[src/rtl/ldm_cfg.svh]
// register map, field positions, reset values and timing counts
`ifndef LDM_CFG_SVH
`define LDM_CFG_SVH
// register indices
`define LDM_REG_CTRL  4'h0
`define LDM_REG_IMB   4'h1
`define LDM_REG_OCLIM 4'h2
`define LDM_REG_OLLIM 4'h3
`define LDM_REG_RPLIM 4'h4
`define LDM_REG_CRANK 4'h5
`define LDM_REG_VFT   4'h6
`define LDM_REG_OLT   4'h7
`define LDM_REG_RPT   4'h8
`define LDM_REG_CBT   4'h9
`define LDM_REG_SPT   4'ha
`define LDM_REG_HOT   4'hb
`define LDM_REG_OCK   4'hc
`define LDM_REG_FLAGS 4'hd
`define LDM_REG_LIVE  4'he
// control bits
`define LDM_CTL_SEQ   0
`define LDM_CTL_UFB   1
`define LDM_CTL_GFB   2
`define LDM_CTL_TOPO  3
`define LDM_CTL_CIACT 4
`define LDM_CTL_OCACT 6
`define LDM_CTL_SPACT 8
// alarm flag bits
`define LDM_AL_VIMB 0
`define LDM_AL_CIMB 1
`define LDM_AL_OC   2
`define LDM_AL_OVL  3
`define LDM_AL_REV  4
`define LDM_AL_SEQ  5
`define LDM_AL_UBRK 6
`define LDM_AL_GBRK 7
`define LDM_AL_SPD  8
`define LDM_AL_SVC  9
`define LDM_AL_LOCK 10
`define LDM_AL_TOPO 11
// reset values
`define LDM_RST_CTRL 16'h02a0
`define LDM_RST_LIM  16'h7fff
`define LDM_RST_TIME 16'h03e8
`define LDM_RST_OCK  16'h0400
// timing
`define LDM_CLK_NS         4
`define LDM_TICK_NS        1000000
`define LDM_TICK_CYCLES    (`LDM_TICK_NS / `LDM_CLK_NS)
`define LDM_KEY_HOLD_S     5
`define LDM_KEY_HOLD_TICKS (`LDM_KEY_HOLD_S * (1000000000 / `LDM_TICK_NS))
`endif

[src/rtl/ldm_pkg.sv]
// shared types of the load-dump alarm block
`default_nettype none
package ldm_pkg;
  typedef enum logic [1:0]
  {
    ACT_NONE  = 2'b00,
    ACT_WARN  = 2'b01,
    ACT_LDUMP = 2'b10,
    ACT_SHUT  = 2'b11
  } action_t;
  typedef enum logic [1:0]
  {
    KEY_IDLE = 2'b00,
    KEY_HOLD = 2'b01,
    KEY_DONE = 2'b10
  } key_state_t;
endpackage
`default_nettype wire

[src/rtl/loaddump_alarm_monitor.sv]
// load-dump alarm qualification with register port
//
// The strobed register port and the register addresses were decided locally.
`timescale 1ns/1ps
`default_nettype none
`include "ldm_cfg.svh"
// Overview of operation
// voltage imbalance alarm after any phase deviates past limit for voltage-fail time
// current imbalance alarm, same limit and same voltage-fail time
// imbalance checks held off until engine runs and hold-off time elapsed
// current imbalance and overcurrent actions chosen by configuration
// overcurrent alarm when a phase exceeds limit longer than curve allows
// larger overcurrent excess gives shorter allowed time
// all phases back under limit cancels the overcurrent timer
// overload alarm when power stays above limit for overload time
// reverse power alarm when negative power exceeds limit for its time
// phase order alarm only when enabled and rotation reversed
// breaker fault when feedback missing at breaker timer expiry
// breaker faults only with a feedback input defined
// speed lost alarm when pickup speed below crank speed for qualify time
// speed lost action chosen by configuration
// service alarm while any service counter expired
// both keys held five seconds clear service counters, show completion
// unit locked alarm while remotely locked
// unresolved wiring alarm when auto detect on and none found after hold-off
// load dump opens generator breaker, engine keeps running
// timers restart when condition drops; each alarm is its own flag
module loaddump_alarm_monitor
#(
  parameter int TICK_CYCLES = `LDM_TICK_CYCLES
)
(
  // clock and reset
  input  wire logic               core_clk,
  input  wire logic               srst,
  // register port
  input  wire logic        [3:0]  regAddr,
  input  wire logic        [15:0] regWrData,
  input  wire logic               regWrStb,
  input  wire logic               regRdStb,
  output logic             [15:0] regRdData,
  // measurements
  input  wire logic        [15:0] voltPhA,
  input  wire logic        [15:0] voltPhB,
  input  wire logic        [15:0] voltPhC,
  input  wire logic        [15:0] currPhA,
  input  wire logic        [15:0] currPhB,
  input  wire logic        [15:0] currPhC,
  input  wire logic signed [15:0] activePower,
  input  wire logic               rotationReversed,
  input  wire logic        [15:0] pickupRpm,
  input  wire logic               topologyFound,
  input  wire logic        [1:0]  serviceExpired,
  // breaker commands
  input  wire logic               utilityOpenCmd,
  input  wire logic               generatorCloseCmd,
  // pins
  input  wire logic               engineRunPin,
  input  wire logic               utilityOpenFbPin,
  input  wire logic               generatorClosedFbPin,
  input  wire logic               remoteLockPin,
  input  wire logic               keyMutePin,
  input  wire logic               keyLampPin,
  // alarms and actions
  output logic             [11:0] alarmFlags,
  output logic                    genBreakerOpenReq,
  output logic                    warningReq,
  output logic                    shutdownReq,
  output logic                    serviceCounterClear,
  output logic                    showCompleted
);
  // ----------------------------------------
  // registers and synchronised pins
  // ----------------------------------------
  logic [15:0] ctrlReg;
  logic [15:0] imbLimitReg;
  logic [15:0] ocLimitReg;
  logic [15:0] olLimitReg;
  logic [15:0] rpLimitReg;
  logic [15:0] crankRpmReg;
  logic [15:0] voltFailTimeReg;
  logic [15:0] overloadTimeReg;
  logic [15:0] reverseTimeReg;
  logic [15:0] breakerTimeReg;
  logic [15:0] speedLossQualifyTimeReg;
  logic [15:0] holdOffTimeReg;
  logic [15:0] ocCurveReg;
  logic [5:0]  pinSync;
  logic        runS;
  logic        utilFbS;
  logic        genFbS;
  logic        lockS;
  logic        keyMuteS;
  logic        keyLampS;

  input_sync #(.W(6)) uSync
  (
    .core_clk (core_clk),
    .srst     (srst),
    .pinIn    ({keyLampPin, keyMutePin, remoteLockPin,
                generatorClosedFbPin, utilityOpenFbPin, engineRunPin}),
    .syncOut  (pinSync)
  );
  assign runS     = pinSync[0];
  assign utilFbS  = pinSync[1];
  assign genFbS   = pinSync[2];
  assign lockS    = pinSync[3];
  assign keyMuteS = pinSync[4];
  assign keyLampS = pinSync[5];

  // ----------------------------------------
  // millisecond tick
  // ----------------------------------------
  logic [31:0] tickCntReg;
  logic        msTick;
  assign msTick = (tickCntReg == 32'(TICK_CYCLES - 1));

  always_ff @(posedge core_clk)
  begin
    if (srst || msTick)
      tickCntReg <= 32'h0000_0000;
    else
      tickCntReg <= tickCntReg + 32'h0000_0001;
  end

  // ----------------------------------------
  // phase comparisons
  // ----------------------------------------
  logic [15:0] voltArr [3];
  logic [15:0] currArr [3];
  logic [15:0] ocExcess [3];
  logic [17:0] voltSum;
  logic [17:0] currSum;
  logic [17:0] imbLim3;
  logic [2:0]  voltDev;
  logic [2:0]  currDev;
  logic [2:0]  ocOver;
  logic [15:0] ocMax;

  assign voltArr[0] = voltPhA;
  assign voltArr[1] = voltPhB;
  assign voltArr[2] = voltPhC;
  assign currArr[0] = currPhA;
  assign currArr[1] = currPhB;
  assign currArr[2] = currPhC;
  assign voltSum = {2'b00, voltPhA} + {2'b00, voltPhB} + {2'b00, voltPhC};
  assign currSum = {2'b00, currPhA} + {2'b00, currPhB} + {2'b00, currPhC};
  assign imbLim3 = {2'b00, imbLimitReg} + {1'b0, imbLimitReg, 1'b0};

  genvar g;
  generate
    for (g = 0; g < 3; g++)
    begin : gPhase
      logic [17:0] v3;
      logic [17:0] i3;
      assign v3 = {2'b00, voltArr[g]} + {1'b0, voltArr[g], 1'b0};
      assign i3 = {2'b00, currArr[g]} + {1'b0, currArr[g], 1'b0};
      assign voltDev[g] = ((v3 > voltSum) ? v3 - voltSum : voltSum - v3) > imbLim3;
      assign currDev[g] = ((i3 > currSum) ? i3 - currSum : currSum - i3) > imbLim3;
      assign ocOver[g] = currArr[g] > ocLimitReg;
      assign ocExcess[g] = ocOver[g] ? currArr[g] - ocLimitReg : 16'h0000;
    end
  endgenerate

  always_comb
  begin
    ocMax = ocExcess[0];
    if (ocExcess[1] > ocMax)
      ocMax = ocExcess[1];
    if (ocExcess[2] > ocMax)
      ocMax = ocExcess[2];
  end

  // ----------------------------------------
  // overcurrent inverse-time accumulator
  // ----------------------------------------
  logic [31:0] ocAccReg;
  logic        ocDone;
  assign ocDone = ocAccReg >= {8'h00, ocCurveReg, 8'h00};

  always_ff @(posedge core_clk)
  begin
    if (srst || ocOver == 3'b000)
      ocAccReg <= 32'h0000_0000;
    else if (msTick && !ocDone)
      ocAccReg <= ocAccReg + {16'h0000, ocMax};
  end

  // ----------------------------------------
  // qualification timers
  // ----------------------------------------
  logic signed [16:0] pw17;
  logic armed;
  logic olCond;
  logic rpCond;
  logic ubCond;
  logic gbCond;
  logic spCond;
  logic vImbExp;
  logic cImbExp;
  logic olExp;
  logic rpExp;
  logic utilityBreakerOpenFault;
  logic generatorBreakerCloseFault;
  logic spExp;
  logic wiringSchemeUnresolvedAlarm;

  assign pw17   = {activePower[15], activePower};
  assign olCond = pw17 > $signed({1'b0, olLimitReg});
  assign rpCond = activePower[15] && ((-pw17) > $signed({1'b0, rpLimitReg}));
  assign ubCond = ctrlReg[`LDM_CTL_UFB] && utilityOpenCmd && !utilFbS;
  assign gbCond = ctrlReg[`LDM_CTL_GFB] && generatorCloseCmd && !genFbS;
  assign spCond = runS && (pickupRpm < crankRpmReg);

  qual_timer uHold (.core_clk(core_clk), .srst(srst), .tick(msTick),
                    .cond(runS), .limit(holdOffTimeReg), .expired(armed));
  qual_timer uVImb (.core_clk(core_clk), .srst(srst), .tick(msTick),
                    .cond(armed && (|voltDev)), .limit(voltFailTimeReg), .expired(vImbExp));
  qual_timer uCImb (.core_clk(core_clk), .srst(srst), .tick(msTick),
                    .cond(armed && (|currDev)), .limit(voltFailTimeReg), .expired(cImbExp));
  qual_timer uOvl  (.core_clk(core_clk), .srst(srst), .tick(msTick),
                    .cond(olCond), .limit(overloadTimeReg), .expired(olExp));
  qual_timer uRev  (.core_clk(core_clk), .srst(srst), .tick(msTick),
                    .cond(rpCond), .limit(reverseTimeReg), .expired(rpExp));
  qual_timer uUBrk (.core_clk(core_clk), .srst(srst), .tick(msTick),
                    .cond(ubCond), .limit(breakerTimeReg), .expired(utilityBreakerOpenFault));
  qual_timer uGBrk (.core_clk(core_clk), .srst(srst), .tick(msTick),
                    .cond(gbCond), .limit(breakerTimeReg), .expired(generatorBreakerCloseFault));
  qual_timer uSpd  (.core_clk(core_clk), .srst(srst), .tick(msTick),
                    .cond(spCond), .limit(speedLossQualifyTimeReg), .expired(spExp));

  assign wiringSchemeUnresolvedAlarm = ctrlReg[`LDM_CTL_TOPO] && armed && !topologyFound;

  // ----------------------------------------
  // sticky alarm flags
  // ----------------------------------------
  logic [11:0] alarmEvt;
  logic [11:0] flagClr;

  assign alarmEvt[`LDM_AL_VIMB] = vImbExp;
  assign alarmEvt[`LDM_AL_CIMB] = cImbExp;
  assign alarmEvt[`LDM_AL_OC]   = ocDone && (ocOver != 3'b000);
  assign alarmEvt[`LDM_AL_OVL]  = olExp;
  assign alarmEvt[`LDM_AL_REV]  = rpExp;
  assign alarmEvt[`LDM_AL_SEQ]  = ctrlReg[`LDM_CTL_SEQ] && rotationReversed;
  assign alarmEvt[`LDM_AL_UBRK] = utilityBreakerOpenFault;
  assign alarmEvt[`LDM_AL_GBRK] = generatorBreakerCloseFault;
  assign alarmEvt[`LDM_AL_SPD]  = spExp;
  assign alarmEvt[`LDM_AL_SVC]  = |serviceExpired;
  assign alarmEvt[`LDM_AL_LOCK] = lockS;
  assign alarmEvt[`LDM_AL_TOPO] = wiringSchemeUnresolvedAlarm;
  assign flagClr = (regWrStb && regAddr == `LDM_REG_FLAGS) ? regWrData[11:0] : 12'h000;

  always_ff @(posedge core_clk)
  begin
    if (srst)
      alarmFlags <= 12'h000;
    else
      alarmFlags <= alarmEvt | (alarmFlags & ~flagClr);
  end

  // ----------------------------------------
  // action routing
  // ----------------------------------------
  ldm_pkg::action_t alarmAct [12];
  logic [11:0] ldHit;
  logic [11:0] warnHit;
  logic [11:0] shutHit;

  genvar h;
  generate
    for (h = 0; h < 12; h++)
    begin : gAct
      if (h == `LDM_AL_CIMB)
      begin : gCi
        assign alarmAct[h] = ldm_pkg::action_t'(ctrlReg[`LDM_CTL_CIACT +: 2]);
      end
      else if (h == `LDM_AL_OC)
      begin : gOc
        assign alarmAct[h] = ldm_pkg::action_t'(ctrlReg[`LDM_CTL_OCACT +: 2]);
      end
      else if (h == `LDM_AL_SPD)
      begin : gSp
        assign alarmAct[h] = ldm_pkg::action_t'(ctrlReg[`LDM_CTL_SPACT +: 2]);
      end
      else
      begin : gLd
        assign alarmAct[h] = ldm_pkg::ACT_LDUMP;
      end
      assign ldHit[h]   = alarmFlags[h] && (alarmAct[h] == ldm_pkg::ACT_LDUMP);
      assign warnHit[h] = alarmFlags[h] && (alarmAct[h] == ldm_pkg::ACT_WARN);
      assign shutHit[h] = alarmFlags[h] && (alarmAct[h] == ldm_pkg::ACT_SHUT);
    end
  endgenerate

  always_ff @(posedge core_clk)
  begin
    if (srst)
    begin
      genBreakerOpenReq <= 1'b0;
      warningReq        <= 1'b0;
      shutdownReq       <= 1'b0;
    end
    else
    begin
      genBreakerOpenReq <= |ldHit;
      warningReq        <= |warnHit;
      shutdownReq       <= |shutHit;
    end
  end

  // ----------------------------------------
  // service reset key hold
  // ----------------------------------------
  ldm_pkg::key_state_t keyStateReg;
  logic [15:0] keyCntReg;
  logic        keysBoth;
  assign keysBoth = keyMuteS && keyLampS;

  always_ff @(posedge core_clk)
  begin
    if (srst)
    begin
      keyStateReg         <= ldm_pkg::KEY_IDLE;
      keyCntReg           <= 16'h0000;
      serviceCounterClear <= 1'b0;
      showCompleted       <= 1'b0;
    end
    else
    begin
      serviceCounterClear <= 1'b0;
      showCompleted       <= 1'b0;
      case (keyStateReg)
        ldm_pkg::KEY_IDLE:
        begin
          keyCntReg <= 16'h0000;
          if (keysBoth)
            keyStateReg <= ldm_pkg::KEY_HOLD;
        end
        ldm_pkg::KEY_HOLD:
        begin
          if (!keysBoth)
            keyStateReg <= ldm_pkg::KEY_IDLE;
          else if (keyCntReg == 16'(`LDM_KEY_HOLD_TICKS))
          begin
            serviceCounterClear <= 1'b1;
            showCompleted       <= 1'b1;
            keyStateReg         <= ldm_pkg::KEY_DONE;
          end
          else if (msTick)
            keyCntReg <= keyCntReg + 16'h0001;
        end
        ldm_pkg::KEY_DONE:
        begin
          if (!keysBoth)
            keyStateReg <= ldm_pkg::KEY_IDLE;
        end
        default:
          keyStateReg <= ldm_pkg::KEY_IDLE;
      endcase
    end
  end

  // ----------------------------------------
  // register write and read
  // ----------------------------------------
  always_ff @(posedge core_clk)
  begin
    if (srst)
    begin
      ctrlReg                 <= `LDM_RST_CTRL;
      imbLimitReg             <= `LDM_RST_LIM;
      ocLimitReg              <= `LDM_RST_LIM;
      olLimitReg              <= `LDM_RST_LIM;
      rpLimitReg              <= `LDM_RST_LIM;
      crankRpmReg             <= 16'h0000;
      voltFailTimeReg         <= `LDM_RST_TIME;
      overloadTimeReg         <= `LDM_RST_TIME;
      reverseTimeReg          <= `LDM_RST_TIME;
      breakerTimeReg          <= `LDM_RST_TIME;
      speedLossQualifyTimeReg <= `LDM_RST_TIME;
      holdOffTimeReg          <= `LDM_RST_TIME;
      ocCurveReg              <= `LDM_RST_OCK;
    end
    else if (regWrStb)
    begin
      case (regAddr)
        `LDM_REG_CTRL:  ctrlReg                 <= regWrData;
        `LDM_REG_IMB:   imbLimitReg             <= regWrData;
        `LDM_REG_OCLIM: ocLimitReg              <= regWrData;
        `LDM_REG_OLLIM: olLimitReg              <= regWrData;
        `LDM_REG_RPLIM: rpLimitReg              <= regWrData;
        `LDM_REG_CRANK: crankRpmReg             <= regWrData;
        `LDM_REG_VFT:   voltFailTimeReg         <= regWrData;
        `LDM_REG_OLT:   overloadTimeReg         <= regWrData;
        `LDM_REG_RPT:   reverseTimeReg          <= regWrData;
        `LDM_REG_CBT:   breakerTimeReg          <= regWrData;
        `LDM_REG_SPT:   speedLossQualifyTimeReg <= regWrData;
        `LDM_REG_HOT:   holdOffTimeReg          <= regWrData;
        `LDM_REG_OCK:   ocCurveReg              <= regWrData;
        default:        ctrlReg                 <= ctrlReg;
      endcase
    end
  end

  always_ff @(posedge core_clk)
  begin
    if (srst || !regRdStb)
      regRdData <= 16'h0000;
    else
    begin
      case (regAddr)
        `LDM_REG_CTRL:  regRdData <= ctrlReg;
        `LDM_REG_IMB:   regRdData <= imbLimitReg;
        `LDM_REG_OCLIM: regRdData <= ocLimitReg;
        `LDM_REG_OLLIM: regRdData <= olLimitReg;
        `LDM_REG_RPLIM: regRdData <= rpLimitReg;
        `LDM_REG_CRANK: regRdData <= crankRpmReg;
        `LDM_REG_VFT:   regRdData <= voltFailTimeReg;
        `LDM_REG_OLT:   regRdData <= overloadTimeReg;
        `LDM_REG_RPT:   regRdData <= reverseTimeReg;
        `LDM_REG_CBT:   regRdData <= breakerTimeReg;
        `LDM_REG_SPT:   regRdData <= speedLossQualifyTimeReg;
        `LDM_REG_HOT:   regRdData <= holdOffTimeReg;
        `LDM_REG_OCK:   regRdData <= ocCurveReg;
        `LDM_REG_FLAGS: regRdData <= {4'h0, alarmFlags};
        `LDM_REG_LIVE:  regRdData <= {9'h000, keyLampS, keyMuteS, lockS, genFbS, utilFbS, runS, armed};
        default:        regRdData <= 16'h0000;
      endcase
    end
  end

  // ----------------------------------------
  // checks
  // ----------------------------------------
  a_imb_gated : assert property (@(posedge core_clk) disable iff (srst)
    (alarmEvt[`LDM_AL_VIMB] || alarmEvt[`LDM_AL_CIMB]) |-> armed && runS)
    else $error("imbalance set before hold-off");
  a_oc_cancel : assert property (@(posedge core_clk) disable iff (srst)
    (ocOver == 3'b000) |=> (ocAccReg == 32'h0000_0000) && !alarmEvt[`LDM_AL_OC])
    else $error("overcurrent timer not cancelled");
  a_oc_rate : assert property (@(posedge core_clk) disable iff (srst)
    (msTick && !ocDone && ocOver != 3'b000 && $stable(ocOver))
      |=> ocAccReg == $past(ocAccReg) + {16'h0000, $past(ocMax)})
    else $error("overcurrent accumulation wrong");
  a_power_cond : assert property (@(posedge core_clk) disable iff (srst)
    alarmEvt[`LDM_AL_REV] |-> activePower[15] && !alarmEvt[`LDM_AL_OVL])
    else $error("reverse power without negative power");
  a_seq_enable : assert property (@(posedge core_clk) disable iff (srst)
    !ctrlReg[`LDM_CTL_SEQ] |-> !alarmEvt[`LDM_AL_SEQ])
    else $error("phase order alarm while disabled");
  a_brk_defined : assert property (@(posedge core_clk) disable iff (srst)
    (!ctrlReg[`LDM_CTL_UFB] |-> !alarmEvt[`LDM_AL_UBRK]) and
    (!ctrlReg[`LDM_CTL_GFB] |-> !alarmEvt[`LDM_AL_GBRK]))
    else $error("breaker fault without feedback input");
  a_svc_clear : assert property (@(posedge core_clk) disable iff (srst)
    serviceCounterClear |-> showCompleted && $past(keysBoth, 2) ##1 !serviceCounterClear)
    else $error("service clear pulse wrong");
  a_lock_flag : assert property (@(posedge core_clk) disable iff (srst)
    lockS |=> alarmFlags[`LDM_AL_LOCK] [*2])
    else $error("lock flag not held");
  a_ld_output : assert property (@(posedge core_clk) disable iff (srst)
    (alarmFlags[`LDM_AL_OVL] && !flagClr[`LDM_AL_OVL]) |=> ##1 genBreakerOpenReq)
    else $error("load dump not requested");
  a_act_select : assert property (@(posedge core_clk) disable iff (srst)
    (alarmFlags[`LDM_AL_OC] && ctrlReg[`LDM_CTL_OCACT +: 2] == 2'b11 && $stable(ctrlReg)) |=> shutdownReq)
    else $error("overcurrent action not applied");
  a_spd_cond : assert property (@(posedge core_clk) disable iff (srst)
    alarmEvt[`LDM_AL_SPD] |-> pickupRpm < crankRpmReg)
    else $error("speed lost with speed above crank");
endmodule
`default_nettype wire

[src/rtl/input_sync.sv]
// three-stage pin synchroniser with agreement filter
`timescale 1ns/1ps
`default_nettype none
module input_sync
#(
  parameter int W = 1
)
(
  // clock and reset
  input  wire logic         core_clk,
  input  wire logic         srst,
  // pins and result
  input  wire logic [W-1:0] pinIn,
  output logic      [W-1:0] syncOut
);
  logic [W-1:0] s1Reg;
  logic [W-1:0] s2Reg;
  logic [W-1:0] s3Reg;

  always_ff @(posedge core_clk)
  begin
    if (srst)
    begin
      s1Reg   <= '0;
      s2Reg   <= '0;
      s3Reg   <= '0;
      syncOut <= '0;
    end
    else
    begin
      s1Reg   <= pinIn;
      s2Reg   <= s1Reg;
      s3Reg   <= s2Reg;
      syncOut <= (s2Reg & ~(s2Reg ^ s3Reg)) | (syncOut & (s2Reg ^ s3Reg));
    end
  end
endmodule
`default_nettype wire

[src/rtl/qual_timer.sv]
// millisecond qualification timer, restarts when its condition drops
`timescale 1ns/1ps
`default_nettype none
module qual_timer
(
  // clock and reset
  input  wire logic        core_clk,
  input  wire logic        srst,
  // timing
  input  wire logic        tick,
  input  wire logic        cond,
  input  wire logic [15:0] limit,
  // result
  output logic             expired
);
  logic [15:0] cntReg;

  assign expired = cond && (cntReg >= limit);

  always_ff @(posedge core_clk)
  begin
    if (srst || !cond)
      cntReg <= 16'h0000;
    else if (tick && cntReg < limit)
      cntReg <= cntReg + 16'h0001;
  end

  a_timer_restart : assert property (@(posedge core_clk) disable iff (srst)
    !cond |=> (cntReg == 16'h0000) && !expired)
    else $error("timer did not restart");
endmodule
`default_nettype wire

[config.mk]
export PLATFORM = sky130hd
export DESIGN_NAME = loaddump_alarm_monitor
export DESIGN_NICKNAME = d
export VERILOG_FILES = /design/src/rtl/ldm_pkg.sv /design/src/rtl/loaddump_alarm_monitor.sv /design/src/rtl/input_sync.sv /design/src/rtl/qual_timer.sv
export VERILOG_INCLUDE_DIRS = /design/src /design/src/rtl
export SDC_FILE = /design/constraint.sdc
export NUM_CORES = 2
export LEC_CHECK = 0
export BUFFER_PORTS_ARGS = -buffer_cell sky130_fd_sc_hd__buf_2
export CAP_MARGIN = 15
export CORE_ASPECT_RATIO = 1.4
export CORE_MARGIN = 1.5
export CORE_UTILIZATION = 55
export DETAILED_ROUTE_END_ITERATION = 8
export PLACE_DENSITY = 0.75
export SYNTH_ARGS = -nofsm -noshare
export SYNTH_HDL_FRONTEND = slang
export SYNTH_SLANG_ARGS = --single-unit
[constraint.sdc]
create_clock -name core_clk -period 10.9 [get_ports core_clk]
set_input_delay 1.635 -clock core_clk [delete_from_list [all_inputs] [get_ports core_clk]]
set_output_delay 1.635 -clock core_clk [all_outputs]
set_load 0.01 [all_outputs]
-- After elaboration in Yosys (flattened, before gate mapping)
Cells that the tools add are included.
- mux-type cells: 23
- $lt $le $gt $ge: 37
- eq/ne operators: 33
- bitwise operators: 10
- reductions and logical operators: 91
- add/sub/neg operators: 38
- operator list (operator ; count):
    16-bit one-hot mux with 15 select lines ; 1
    18-bit greater-than comparator ; 12
    18-bit subtractor ; 12
    16-bit by 1-bit adder with 16-bit output (second input constant) ; 9
    16-bit less-than comparator ; 9
    16-bit >= comparator ; 8
    16-bit 2-to-1 mux ; 8
    16-bit by 17-bit adder with 18-bit output ; 7
    18-bit 2-to-1 mux ; 6
    16-bit greater-than comparator ; 5
    16-bit subtractor ; 3
    1-bit logical AND ; 40
    17-bit by 16-bit adder with 18-bit output ; 2
    16-bit by 16-bit adder with 17-bit output ; 2
    32-bit by 1-bit adder with 32-bit output (second input constant) ; 1
    32-bit by 16-bit adder with 32-bit output ; 1
    32-bit by 18-bit equality test with 1-bit output (second input constant) ; 1
    32-bit by 24-bit >= comparator with 1-bit output ; 1
    16-bit one-hot mux with 2 select lines ; 1
    4-bit equality test (second input constant) ; 7
    2-bit AND reduction ; 13
    16-bit by 17-bit greater-than comparator with 1-bit output ; 1
    17-bit greater-than comparator ; 1
    16-bit negator with 17-bit output ; 1
    other kinds (32) ; 80
- bits in registers: 474
- bits of input ports: 164
- output and inout port bits: 33
- word-level logic and storage cells: 267

-- Depth between registers and ports, before layout
- word-level depth: 9
- depth in mapped cells: 47
- depth with buffers taken out: 43

-- By module
From an unflattened synthesis, not the netlist that was laid out.
- cells, all modules: 6262
- area total of the unflattened synthesis: 49103.3 sq um
- modules (own cells, without submodules) (module ; area an instance (sq um) ; cells each ; sequential area each (sq um) ; times used):
    loaddump_alarm_monitor ; 37882.6 ; 4920 ; 6446.2 ; 1
    qual_timer (uCImb ...) ; 1330.0 ; 161 ; 320.3 ; 7
    qual_timer (uVImb) ; 1189.9 ; 153 ; 320.3 ; 1
    input_sync ; 720.7 ; 62 ; 480.5 ; 1

-- Least setup slack after synthesis
Ideal clock, no wire load.
- path kind: input to register
- start: input port currPhA[0]
- end: register ocAccReg[22]
- path buffers: 6
- arrival time: 10.206 ns
- data required time: 10.772 ns
- setup slack: 0.566 ns
- stages on the path: 44
- setup time: 0.128 ns
- cell sequence: inv_1 > ha_1 > inv_1 > fa_1 > a21o_1 > a21o_1 > a21oi_1 > or4_1 > a31oi_1 > o41a_1 > clkbuf_1 > clkbuf_1 > or3b_2 > ha_1 > nand4_1 > or2_2 > a21oi_1 > o32a_1 > [... 8 more ...] > o21a_1 > o21a_1 > o21a_1 > o21ai_0 > a211o_1 > clkbuf_1 > buf_1 > mux2i_1 > fa_1 > nor2b_1 > o2111ai_1 > a31oi_1 > a221oi_1 > a2111oi_0 > o211ai_1 > a21oi_1 > xnor2_1 > nor2_1
- word-level cells in the longest chain between the ends: 7
- elaborated cells between the ends (all ways): 10
- those cells by class: add/sub (2); order compare (3); mux (3); reduce/logical (2)
- ends and longest elaborated chain (item ; line ; source):
    start: declaration ; loaddump_alarm_monitor.sv:46 ; input wire logic [15:0] currPhA,
    16-bit subtractor / 16-bit greater-than comparator (equally long branches) ; loaddump_alarm_monitor.sv:161, loaddump_alarm_monitor.sv:160 ;
    16-bit 2-to-1 mux ; loaddump_alarm_monitor.sv:161 ; assign ocExcess[g] = ocOver[g] ? currArr[g] - ocLimitReg : 16'h0000;
    16-bit greater-than comparator ; loaddump_alarm_monitor.sv:168 ; if (ocExcess[1] > ocMax)
    16-bit 2-to-1 mux ; loaddump_alarm_monitor.sv:168 ;
    16-bit greater-than comparator ; loaddump_alarm_monitor.sv:170 ; if (ocExcess[2] > ocMax)
    16-bit 2-to-1 mux ; loaddump_alarm_monitor.sv:170 ;
    32-bit by 16-bit adder with 32-bit output ; loaddump_alarm_monitor.sv:186 ; ocAccReg <= ocAccReg + {16'h0000, ocMax};
    end signal: assignment ; loaddump_alarm_monitor.sv:186 ;
    end: declaration ; loaddump_alarm_monitor.sv:177 ; logic [31:0] ocAccReg;
Several ways; a longest one is shown, not always the timed one.
A chain may end at the register's enable or synchronous reset.

-- Final worst setup path
- start: input port currPhA[0]
- end: register ocAccReg[18]
Same word-level chain as after synthesis.

==> metrics.csv <==
stage;metric;value;unit
run_status;status;completed;
floorplan;pin_count;197;
clocking;clock-sinks;474;
synthesis;ys_ff_latch;474;
clocking;clkSlewWorstSetupHoldPaths;0.07;ns
route;via_per_inst;6.24;
run;max_cap_viol_count;0;
floorplan;die-area;87200;um^2
critical_path;critical_path.max_fanout;24;
synthesis;synth.most_common_cell;ha_1;
critical_path;cpPeakStageDelay;0.52;ns
critical_path;worst-setup-path-type;in -> reg;
timing;tns;0;ns
synthesis;synth_area_per_cell;7.84;um^2
route;drt-met1-wl;59100;um
synthesis;yosysWarnings;0;
timing;hold_violations;0;
route;drc;0;
placement;globalplace.congestion;1.06;
power_and_ir_drop;leakage;0.0236;uW
critical_path;cpMaxStageDelayCell;or4_1;
clocking;cts_resized;0;
timing;period_share;91.4;%
route;top_layer_used;met5;
clocking;cts_tree;done;
route;initialDrtViolationCount;4076;
synthesis;synth_cell_types;82;
floorplan;core;84500;um^2
route;ant_nets;0;
floorplan;start_util;55.6;%
route;wl_per_cell;21.4;um
critical_path;start_kind;input port;
critical_path;cp.buffers_inverters;7;
timing;grt_setup_unrepaired;no;
critical_path;cpMostUsedCell;o21a_1;
route;routed_wl;155000;um
synthesis;ys_top_cells_by_count;763 x ha_1, 625 x nand2_1, 499 x a21oi_1;
synthesis;ys_top_cells_by_area;ha_1 20%, dfxtp_1 20%, a21oi_1 5.3%;
floorplan;die_x;250;um
synthesis;syn_nets;6979;
timing;setup_viol;0;
synthesis;syn-cell-area;47000;um^2
clocking;cts_buffers;41;
route;vias;45020;
finish;layout.nets;7065;
timing;max-slew-margin-rel;25.5;%
timing;fin_skew;0.0304;ns
global_route;grt_pass1_vias;42529;
finish;area_growth;7.52;%
global_route;grt-ovfl-total;0;
global_route;antenna_found_initial;20;
synthesis;ys.flop_type;dfxtp_1;
timing;max_clock_freq;100;MHz
timing;min_period;9.96;ns
clocking;clock_latency;0.59;ns
power_and_ir_drop;peakVddDrop;162;uV
route;first_pass_iters;6;
critical_path;crit_path_end_kind;flip-flop;
global_route;grt_pass1_wl;236000;um
timing;slew_viol_final;0;
placement;dp_hpwl;124000;um
synthesis;synth_area_leader_cell;ha_1;
critical_path;crit_required;11.34;ns
clocking;postCtsSetupRepairBufs;0;
clocking;cts-htree-levels;2;
placement;dpl-instance-area;49000;um^2
timing;worst_pin_slew;1.12;ns
route;route.met2.wl;71800;um
floorplan;rows;126;
route;wl_met3;11400;um
synthesis;synth_edf_count;0;
global_route;grtUsageTotal;34.2;%
power_and_ir_drop;powerDensity;185;nW/um^2
clocking;cts.hold.buffers_added;0;
floorplan;die_h;349;um
clocking;cts_root_buffer;clkbuf_16;
critical_path;arrival;10.40;ns
finish;largest_registers;ocAccReg: 32 flops, tickCntReg: 32 flops;
finish;fin_area;50500;um^2
finish;drive_gt1_share;6.71;%
synthesis;ys_async_sr_fraction;0;%
critical_path;path_delay_family;compound AO/OA/AOI/OAI gates;
clocking;clk_path_buf_depth;3;
synthesis;synthCells;5995;
synthesis;ys_seq_area_share;20.2;%
global_route;grt_max_degree;89;
placement;io_buffers;196;
synthesis;synth_top_cell_area_share;20.3;%
min_path;hp-class;reg -> reg;
==> cells in the final DEF, fill, tap and decap left out, types with 48 or more instances in the layout <==
master	instances
o21ai_0	209
xnor2_1	278
o21a_1	55
nand3_1	295
xor2_1	169
a21oi_1	498
a31oi_1	52
mux2i_1	82
o211ai_1	57
nand4_1	114
fa_1	57
buf_2	195
buf_4	57
nor2_1	371
a21o_1	288
nor2b_1	78
inv_1	472
o21bai_1	54
nand2_1	625
dfxtp_1	474
or3_1	48
ha_1	763
nor3_1	70
nor4_1	54
and3_1	90
==> per-layer routing <==
layer	up-vias	GRT usage (%)
met4	4	23.2
met5	-	0
met3	540	4.16
met2	1897	59.0
li1	21563	-
met1	21016	39.5
==> area by class of cell <==
cell class,instances,area [um^2]
sequential,474,9490
tap,1088,1360
multi-input combinational,4838,35000
clock inverter,24,333
timing repair buffer,253,1410
inverter,473,1780
fill,7641,34000
clock buffer,50,1120
antenna,14,35.0
==> cells by family (layout without fill, tap and decap cells) <==
family | count (synthesis) | count (layout) | share of synthesized area [%]
buffers and inverters | 683 | 800 | 5.50
AO/OA/AOI/OAI | 1522 | 1522 | 21.0
flip-flops | 474 | 474 | 20.2
multiplexers | 103 | 103 | 2.25
adder cells (fa/ha/maj) | 820 | 820 | 22.7
other | 0 | 14 | 0
XOR/XNOR | 447 | 447 | 8.33
AND/OR/NAND/NOR | 1946 | 1946 | 20.0
==> final timing paths <==
| path | start | endpoint | slack, ns | cells after the start |
|---|---|---|---|---|
| hold reg to reg | ocAccReg[29] | ocAccReg[29] | 0.42 | 2 |
| setup reg to reg | ocLimitReg[1] | ocAccReg[18] | 1.55 | 39 |
| setup / recovery | currPhA[0] | ocAccReg[18] | 0.94 | 42 |
| hold / removal | ocAccReg[29] | ocAccReg[29] | 0.42 | 2 |
==> power breakdown <==
group          switching, uW  internal [uW]  total, uW
registers               23.2           1750       1770
logic                   3570           2370       5940
clock network            708            907       1610
total                   4300           5030       9330
==> worst register-to-register path: cells and delay by family, from the launching register on <==
kind                     cells  cell delay, ns
multiplexers                 1            0.33
flip-flops                   1            0.56
adder cells (fa/ha/maj)      4            1.22
XOR/XNOR                     2            0.31
AO/OA/AOI/OAI               21            4.88
buffers and inverters        4            0.87
AND/OR/NAND/NOR              7            1.05
==> metrics by stage <==
stage	hold slack [ns]	util [%]	std cells	power, uW	setup WS (ns)
6_report	0.421	59.8	7214	9330	0.942
5_1_grt	0.438	59.8	7203	9950	0.376
4_1_cts	0.424	59.7	7198	9230	0.971
3_5_place_dp	0.413	58.0	7124	7600	0.400
3_3_place_gp	0.410	58.0	7124	7510	0.535
2_1_floorplan	0.403	-	5995	6060	0.566
Note: power is estimated with default switching activity, not from simulation.
